===== config.mk =====
export PLATFORM = sky130hd
export DESIGN_NAME = mpmr_regs
export DESIGN_NICKNAME = d
export VERILOG_FILES = /design/src/mpmr_pkg.sv /design/src/mpmr_regs.sv /design/src/mpmr_route.sv
export SDC_FILE = /design/constraint.sdc
export NUM_CORES = 1
export LEC_CHECK = 0
export ABC_CLOCK_PERIOD_IN_PS = 1930
export BUFFER_PORTS_ARGS = -buffer_cell sky130_fd_sc_hd__buf_4
export CAP_MARGIN = 20
export CORE_MARGIN = 10
export CORE_UTILIZATION = 35
export CTS_CLUSTER_SIZE = 10
export DETAILED_ROUTE_END_ITERATION = 12
export HOLD_SLACK_MARGIN = 0.12
export SLEW_MARGIN = 5
export SYNTH_ARGS = -nofsm -noshare
export SYNTH_HDL_FRONTEND = slang
export SYNTH_SLANG_ARGS = --single-unit

===== constraint.sdc =====
create_clock -name i_sys_clk -period 1.93 [get_ports i_sys_clk]
set_input_delay 0.193 -clock i_sys_clk [delete_from_list [all_inputs] [get_ports i_sys_clk]]
set_output_delay 0.193 -clock i_sys_clk [all_outputs]
set_load 0.05 [all_outputs]

===== src/mpmr_pkg.sv =====
// shared constants, types and decoders of the monitor / playback-only
// mode register bank; assumes an 8-bit register map behind AXI4-Lite
`default_nettype none
package mpmr_pkg;

    // ------------------------------------------------------------------
    // bus geometry and register indices (byte address = index * 4)
    // ------------------------------------------------------------------
    localparam int unsigned ADDR_W  = 8;
    localparam int unsigned DATA_W  = 32;
    localparam int unsigned REG_W   = 8;
    localparam int unsigned IDX_LSB = 2;
    localparam int unsigned IDX_W   = ADDR_W - IDX_LSB;

    localparam logic [IDX_W-1:0] IDX_NC  = 6'h14;
    localparam logic [IDX_W-1:0] IDX_MON = 6'h15;
    localparam logic [IDX_W-1:0] IDX_PBO = 6'h16;
    localparam logic [IDX_W-1:0] IDX_ECO = 6'h17;

    // ------------------------------------------------------------------
    // field positions
    // ------------------------------------------------------------------
    localparam int unsigned SRC_HI   = 7;
    localparam int unsigned SRC_LO   = 6;
    localparam int unsigned LMUTE    = 4;
    localparam int unsigned SLIDER   = 1;
    localparam int unsigned DIS_MON  = 0;
    localparam int unsigned TEST_BIT = 7;
    localparam int unsigned PBO_OFF  = 6;
    localparam int unsigned PRE_ECO  = 4;
    localparam int unsigned OP_R     = 1;
    localparam int unsigned OP_L     = 0;
    localparam int unsigned SLIDE_EN = 7;

    // ------------------------------------------------------------------
    // writable masks, fixed bits, reset values, codes
    // ------------------------------------------------------------------
    localparam logic [REG_W-1:0] NC_WMASK  = 8'hd3;
    localparam logic [REG_W-1:0] MON_WMASK = 8'hd3;
    localparam logic [REG_W-1:0] PBO_WMASK = 8'h53;
    localparam logic [REG_W-1:0] ECO_WMASK = 8'h80;
    localparam logic [REG_W-1:0] PBO_FIXED = 8'h80;
    localparam logic [REG_W-1:0] RST_VAL   = 8'h00;

    localparam logic [1:0] SRC_MIC   = 2'h0;
    localparam logic [1:0] SRC_OPAMP = 2'h1;
    localparam logic [1:0] SRC_RSVD  = 2'h2;
    localparam logic [1:0] SRC_NONE  = 2'h3;

    localparam logic [1:0] RESP_OKAY   = 2'h0;
    localparam logic [1:0] RESP_SLVERR = 2'h2;

    typedef enum logic [1:0] {
        MODE_NC,
        MODE_MONITOR,
        MODE_PLAYBACK,
        MODE_IDLE
    } mpmr_mode_t;

    typedef struct packed {
        logic [REG_W-1:0] nc;
        logic [REG_W-1:0] mon;
        logic [REG_W-1:0] pbo;
        logic [REG_W-1:0] eco;
    } mpmr_regs_t;

    typedef struct packed {
        logic hp_from_mic;
        logic hp_from_opamp;
        logic line_in_on;
        logic opamp_left_on;
        logic opamp_right_on;
        logic preamp_eco;
        logic monitor_allowed;
        logic playback_allowed;
        logic full_slider;
        logic slide_power_on;
    } mpmr_route_t;

    // source selector -> {mic path, opamp path}; reserved acts as none
    function automatic logic [1:0] hp_connect(input logic [1:0] sel);
        case (sel)
            SRC_MIC:   hp_connect = 2'h2;
            SRC_OPAMP: hp_connect = 2'h1;
            default:   hp_connect = 2'h0;
        endcase
    endfunction

    // writable mask of a register; zero marks an unmapped index
    function automatic logic [REG_W-1:0] wr_mask(
        input logic [IDX_W-1:0] idx
    );
        case (idx)
            IDX_NC:  wr_mask = NC_WMASK;
            IDX_MON: wr_mask = MON_WMASK;
            IDX_PBO: wr_mask = PBO_WMASK;
            IDX_ECO: wr_mask = ECO_WMASK;
            default: wr_mask = RST_VAL;
        endcase
    endfunction

endpackage
`default_nettype wire


===== src/mpmr_regs.sv =====
// monitor / playback-only mode register bank with AXI4-Lite slave;
// assumes one outstanding write and one outstanding read per master
//
// Functional notes
// - monitor source code 00 routes the mic preamp, 01 the first opamp.
// - monitor source code 11 connects no source, only the line input.
// - monitor bit 4 set mutes the line input in monitor mode.
// - monitor bit 1 picks full slider mode while bit 7 at index 0x17 is set, clear picks basic slider.
// - bit 7 at index 0x17 enables slide switch power control.
// - monitor bit 0 set disables monitor mode under push button.
// - playback-only bit 7 reads as 1 and is never written.
// - playback-only bit 6 set disables playback-only mode.
// - playback-only bit 4 set enables mic preamp power save.
// - playback-only bit 1 switches the opamp right channel on.
// - playback-only bit 0 switches the opamp left channel on.
// - bits 7:6 at index 0x14 select the noise-cancel mode source.
//
// Implementation choice: the AXI4-Lite interface to the registers.
`timescale 1ns/1ns
`default_nettype none
module mpmr_regs (
    input  wire logic                         i_sys_clk, // 20 MHz clock
    input  wire logic                         i_sys_rst, // async, high
    input  wire mpmr_pkg::mpmr_mode_t         i_mode,    // active mode
    input  wire logic [mpmr_pkg::ADDR_W-1:0]  i_awaddr,  // write address
    input  wire logic                         i_awvalid, // aw valid
    output var  logic                         o_awready, // aw ready
    input  wire logic [mpmr_pkg::DATA_W-1:0]  i_wdata,   // write data
    input  wire logic [3:0]                   i_wstrb,   // byte strobes
    input  wire logic                         i_wvalid,  // w valid
    output var  logic                         o_wready,  // w ready
    output var  logic [1:0]                   o_bresp,   // write response
    output var  logic                         o_bvalid,  // b valid
    input  wire logic                         i_bready,  // b ready
    input  wire logic [mpmr_pkg::ADDR_W-1:0]  i_araddr,  // read address
    input  wire logic                         i_arvalid, // ar valid
    output var  logic                         o_arready, // ar ready
    output var  logic [mpmr_pkg::DATA_W-1:0]  o_rdata,   // read data
    output var  logic [1:0]                   o_rresp,   // read response
    output var  logic                         o_rvalid,  // r valid
    input  wire logic                         i_rready,  // r ready
    output var  mpmr_pkg::mpmr_route_t        o_route    // analog controls
);
    import mpmr_pkg::*;

    // ------------------------------------------------------------------
    // state
    // ------------------------------------------------------------------
    mpmr_regs_t        regs;
    logic [IDX_W-1:0]  aw_idx;
    logic [REG_W-1:0]  w_byte;
    logic              w_lane;
    logic              wr_commit;
    logic [REG_W-1:0]  wr_msk;
    logic [IDX_W-1:0]  ar_idx;
    logic              ar_take;

    // register value as seen by software
    function automatic logic [REG_W-1:0] rd_value(
        input logic [IDX_W-1:0] idx,
        input mpmr_regs_t       r
    );
        case (idx)
            IDX_NC:  rd_value = r.nc;
            IDX_MON: rd_value = r.mon;
            IDX_PBO: rd_value = r.pbo | PBO_FIXED;
            IDX_ECO: rd_value = r.eco;
            default: rd_value = RST_VAL;
        endcase
    endfunction

    // ------------------------------------------------------------------
    // write channels: address and data taken in either order
    // ------------------------------------------------------------------
    assign wr_commit = !o_awready && !o_wready && !o_bvalid;
    assign wr_msk    = wr_mask(aw_idx);

    always_ff @(posedge i_sys_clk or posedge i_sys_rst) begin
        if (i_sys_rst) begin
            o_awready <= 1'b1;
            aw_idx    <= '0;
        end else if (o_awready && i_awvalid) begin
            o_awready <= 1'b0;
            aw_idx    <= i_awaddr[ADDR_W-1:IDX_LSB];
        end else if (o_bvalid && i_bready) begin
            o_awready <= 1'b1;
        end
    end

    always_ff @(posedge i_sys_clk or posedge i_sys_rst) begin
        if (i_sys_rst) begin
            o_wready <= 1'b1;
            w_byte   <= RST_VAL;
            w_lane   <= 1'b0;
        end else if (o_wready && i_wvalid) begin
            o_wready <= 1'b0;
            w_byte   <= i_wdata[REG_W-1:0];
            w_lane   <= i_wstrb[0];
        end else if (o_bvalid && i_bready) begin
            o_wready <= 1'b1;
        end
    end

    // response follows the commit by one edge
    always_ff @(posedge i_sys_clk or posedge i_sys_rst) begin
        if (i_sys_rst) begin
            o_bvalid <= 1'b0;
            o_bresp  <= RESP_OKAY;
        end else if (wr_commit) begin
            o_bvalid <= 1'b1;
            o_bresp  <= (wr_msk == RST_VAL) ? RESP_SLVERR : RESP_OKAY;
        end else if (o_bvalid && i_bready) begin
            o_bvalid <= 1'b0;
        end
    end

    // ------------------------------------------------------------------
    // register storage: only writable bits are kept
    // ------------------------------------------------------------------
    always_ff @(posedge i_sys_clk or posedge i_sys_rst) begin
        if (i_sys_rst) begin
            regs <= {RST_VAL, RST_VAL, RST_VAL, RST_VAL};
        end else if (wr_commit && w_lane) begin
            case (aw_idx)
                IDX_NC:  regs.nc  <= w_byte & wr_msk;
                IDX_MON: regs.mon <= w_byte & wr_msk;
                IDX_PBO: regs.pbo <= w_byte & wr_msk;
                IDX_ECO: regs.eco <= w_byte & wr_msk;
                default: regs     <= regs;
            endcase
        end
    end

    // ------------------------------------------------------------------
    // read channel: data valid on the edge that takes the address
    // ------------------------------------------------------------------
    assign ar_take = o_arready && i_arvalid;
    assign ar_idx  = i_araddr[ADDR_W-1:IDX_LSB];

    always_ff @(posedge i_sys_clk or posedge i_sys_rst) begin
        if (i_sys_rst) begin
            o_arready <= 1'b1;
            o_rvalid  <= 1'b0;
            o_rdata   <= '0;
            o_rresp   <= RESP_OKAY;
        end else if (ar_take) begin
            o_arready <= 1'b0;
            o_rvalid  <= 1'b1;
            o_rdata   <= DATA_W'(rd_value(ar_idx, regs));
            o_rresp   <= (wr_mask(ar_idx) == RST_VAL) ?
                         RESP_SLVERR : RESP_OKAY;
        end else if (o_rvalid && i_rready) begin
            o_arready <= 1'b1;
            o_rvalid  <= 1'b0;
        end
    end

    // ------------------------------------------------------------------
    // routing stage
    // ------------------------------------------------------------------
    mpmr_route u_route (
        .i_sys_clk (i_sys_clk),
        .i_sys_rst (i_sys_rst),
        .i_mode    (i_mode),
        .i_regs    (regs),
        .o_route   (o_route)
    );
endmodule
`default_nettype wire


===== src/mpmr_route.sv =====
// registered routing / amplifier enables from the mode registers;
// assumes the active mode comes synchronous to i_sys_clk
`timescale 1ns/1ns
`default_nettype none
module mpmr_route (
    input  wire logic                 i_sys_clk, // system clock
    input  wire logic                 i_sys_rst, // async reset, high
    input  wire mpmr_pkg::mpmr_mode_t i_mode,    // active operating mode
    input  wire mpmr_pkg::mpmr_regs_t i_regs,    // register contents
    output var  mpmr_pkg::mpmr_route_t o_route   // registered controls
);
    import mpmr_pkg::*;

    mpmr_route_t next_route;
    logic [1:0]  mon_path;
    logic [1:0]  nc_path;

    assign mon_path = hp_connect(i_regs.mon[SRC_HI:SRC_LO]);
    assign nc_path  = hp_connect(i_regs.nc[SRC_HI:SRC_LO]);

    always_comb begin
        next_route = '0;
        next_route.preamp_eco       = i_regs.pbo[PRE_ECO];
        next_route.monitor_allowed  = !i_regs.mon[DIS_MON];
        next_route.playback_allowed = !i_regs.pbo[PBO_OFF];
        next_route.slide_power_on   = i_regs.eco[SLIDE_EN];
        // full slider only once slide power control is on
        next_route.full_slider = i_regs.mon[SLIDER]
                               & i_regs.eco[SLIDE_EN];
        case (i_mode)
            MODE_NC: begin
                next_route.hp_from_mic    = nc_path[1];
                next_route.hp_from_opamp  = nc_path[0];
                next_route.line_in_on     = !i_regs.nc[LMUTE];
                next_route.opamp_left_on  = i_regs.nc[OP_L];
                next_route.opamp_right_on = i_regs.nc[OP_R];
            end
            MODE_MONITOR: begin
                next_route.hp_from_mic    = mon_path[1];
                next_route.hp_from_opamp  = mon_path[0];
                next_route.line_in_on     = !i_regs.mon[LMUTE];
                next_route.opamp_left_on  = mon_path[0];
                next_route.opamp_right_on = mon_path[0];
            end
            MODE_PLAYBACK: begin
                next_route.line_in_on     = 1'b1;
                next_route.opamp_left_on  = i_regs.pbo[OP_L];
                next_route.opamp_right_on = i_regs.pbo[OP_R];
            end
            default: begin
                next_route.line_in_on     = 1'b0;
            end
        endcase
    end

    always_ff @(posedge i_sys_clk or posedge i_sys_rst) begin
        if (i_sys_rst) begin
            o_route <= '0;
        end else begin
            o_route <= next_route;
        end
    end

endmodule
`default_nettype wire


==> results.json <==
{
  "cts.sinks": 53,
  "max_freq_mhz": 599,
  "io_buffers": 48,
  "p_leak_nw": 1.43,
  "clkTransAtPathRegs_ns": 0.09,
  "comb_power_share": 0.362,
  "synthAdderAreaFrac": 0,
  "core_area_um2": 6420,
  "critPathArrivalTime_ns": 1.85,
  "status": "completed",
  "synth_top_area_frac": 0.536,
  "initial_core_util": 0.364,
  "cts-buffers-inserted": 5,
  "die-area_um2": 10300,
  "yosysTopAreaCell": "dfrtp_1",
  "powerDensity_nw_per_um2": 1260,
  "fin_crit_ns": 1.67,
  "drv_cap": 0,
  "setup_viol": 0,
  "root_buffer": "clkbuf_8",
  "ios": 112,
  "drt_iter0_markers": 24,
  "dp_hpwl_um": 3680,
  "synth_xor_xnor_area_share": 0,
  "post-place-cells": 298,
  "clock_tree.buffer_depth": 2,
  "antenna_left": 0,
  "holdWs_ns": 0.133,
  "drt_wl_total_um": 4680,
  "swShare": 0.374,
  "p_clk_frac": 0.165,
  "synth_edf_count": 0,
  "hold_path.class": "input pin to register",
  "ctsResizeCount": 0,
  "synth_top_family_by_area": "multiplexers",
  "syn_to_final_growth_pct": 25.8,
  "cts_tree": "yes",
  "grt.total_usage": 0.0908,
  "critPathMaxFanout": 5,
  "final.setup.tns_ns": 0,
  "r2r_setup_slack_ns": 0.26,
  "fin_cells": 321,
  "rows": 29,
  "ir_drop_mv": 0.915,
  "syn_area_um2": 2330,
  "grt.overflow.total": 0,
  "netlist_instances": 175,
  "ys_seq_area_frac": 0.570,
  "via_per_inst": 4.50,
  "grt_max_degree": 39,
  "crit_type": "register to register",
  "synthTopCellsByArea": "dfrtp_1 (54%), mux2_2 (14%), buf_4 (9.3%), mux4_2 (3.9%), dfstp_2 (3.4%)",
  "end_kind": "register",
  "antennaDiodeCount": 0,
  "critical_path.startpoint": "o_wready",
  "slew_viol_final": 0,
  "period_share": 0.865,
  "worstSetupStartpointType": "register",
  "grt_pass1_vias": 1448,
  "p_sw_mw": 1.39,
  "place.gp.congestion": 0.726,
  "die_h_um": 102,
  "ctsHtreeMaxLevel": 2,
  "nets": 305,
  "async_reset_ff_frac": 1.00,
  "die_x_um": 102,
  "ys_ff_latch": 53,
  "yosysWarningCount": 0,
  "routedWlPerCell_um": 14.6,
  "dr.pass1.iters": 4,
  "grt_pass1_wl_um": 7450,
  "p_int_mw": 2.32,
  "synthSimpleGateAreaFrac": 0.0815,
  "drc_errors": 0,
  "synth_ff_type": "dfrtp_1",
  "fin_skew_ns": 0.00599,
  "synth.avg_cell_area_um2": 13.3,
  "worstSkewPairLatency_ns": 0.29,
  "min_from": "i_wdata[4]",
  "antenna_found_initial": 0,
  "drive_gt1_frac": 0.385,
  "required_ns": 2.11,
  "vias": 1445,
  "r2r_start": "o_wready",
  "rsz0062_at_grt": "no",
  "synth_compound_gate_area_share": 0.0482,
  "synth.mux.area_fraction": 0.191,
  "ys_types": 28,
  "hold_viol_final": 0,
  "power_frac_seq": 0.473
}
[stage by stage]
step,utilization,total power [mW],setup WS (ns),cell area [um^2]
3_3_place_gp,0.419,3.08,0.308,2690
2_1_floorplan,-,2.76,0.233,2440
5_1_grt,0.457,3.95,0.200,2940
4_1_cts,0.454,3.76,0.244,2920
6_report,0.457,3.71,0.260,2940
3_5_place_dp,0.419,3.11,0.275,2690
[metal layers]
layer  vias to the layer above  global-route usage  part of all wire
met5                         -                   0                 0
met4                         0              0.0132            0.0023
met3                         2              0.0483              0.13
met2                        58               0.133              0.44
met1                       700               0.118              0.43
li1                        685                   -                 -
[flip-flops by register name (all words and copies together) (netlist names)]
register,flops
o_bvalid,1
o_rvalid,1
w_lane,1
o_bresp,1
o_rresp,1
o_arready,1
regs,19
w_byte,5
aw_idx,6
o_rdata,5
u_route.o_route,10
o_awready,1
o_wready,1
[path summary, 6_finish.rpt]
kind | end | depth (start not counted)
worst max register to register | regs[16] | 3
worst min register to register | u_route.o_route[4] | 0
max in group asynchronous | o_arready | 4
min in group asynchronous | w_lane | 3
worst max-delay path | regs[16] | 3
worst min-delay path | w_byte[4] | 2
[cell type report]
| cell class | count | area, um^2 |
|---|---|---|
| Fill cell | 613 | 3490 |
| Sequential cell | 53 | 1330 |
| Multi-Input combinational cell | 112 | 857 |
| Timing Repair Buffer | 65 | 541 |
| Tap cell | 77 | 96.3 |
| Clock buffer | 7 | 86.3 |
| Inverter | 7 | 26.3 |
[cells in the mapped netlist, drive strengths merged (2+ instances only)]
master,instances
nand2,8
dfrtp,50
and2,5
inv,7
nor3,2
mux4,4
mux2i,4
and4bb,2
mux2,28
a22o,4
o22ai,2
dfstp,3
o21ai,3
nor2,6
buf,30
nand4b,2
a21oi,4
o31ai,2
[layout by cell type (no fill, tap or decap), types with 2 or more instances in the layout]
| cell type | instances |
|---|---|
| a22o_1 | 4 |
| mux4_2 | 4 |
| nor2_1 | 6 |
| dfstp_2 | 3 |
| clkbuf_8 | 6 |
| nand2_1 | 8 |
| o21ai_0 | 3 |
| nor3_1 | 2 |
| dlygate4sd3_1 | 16 |
| dfrtp_1 | 50 |
| inv_1 | 6 |
| and2_1 | 5 |
| o31ai_1 | 2 |
| and4bb_2 | 2 |
| mux2i_1 | 4 |
| o22ai_1 | 2 |
| buf_4 | 48 |
| nand4b_1 | 2 |
| conb_1 | 29 |
| mux2_2 | 28 |
| a21oi_1 | 4 |
[kinds of logic after synthesis]
logic type / Yosys count
AO/OA/AOI/OAI: 17
buffers and inverters: 38
flip-flops: 53
multiplexers: 36
other: 1
AND/OR/NAND/NOR: 30
[worst max-delay path, cell delays in order, from the launching register on]
cell,delay [ns]
dfstp_2,0.41
nor4b_4,0.36
nand4b_1,0.39
mux2_2,0.40
[power groups by stage]
stage	logic [mW]	registers [mW]	clock network, mW
2_1_floorplan	0.672	2.09	0
3_3_place_gp	1.31	1.78	0
3_5_place_dp	1.33	1.78	0
4_1_cts	1.36	1.76	0.638
5_1_grt	1.44	1.81	0.699
6_report	1.34	1.76	0.612
[repair_timing]
item,CTS,global route
setup buffers,0,0
endpoints found under the setup margin,0,0
endpoints found under the hold margin,27,2
hold buffers,14,2
No activity file was read; power rests on OpenSTA's default activity.
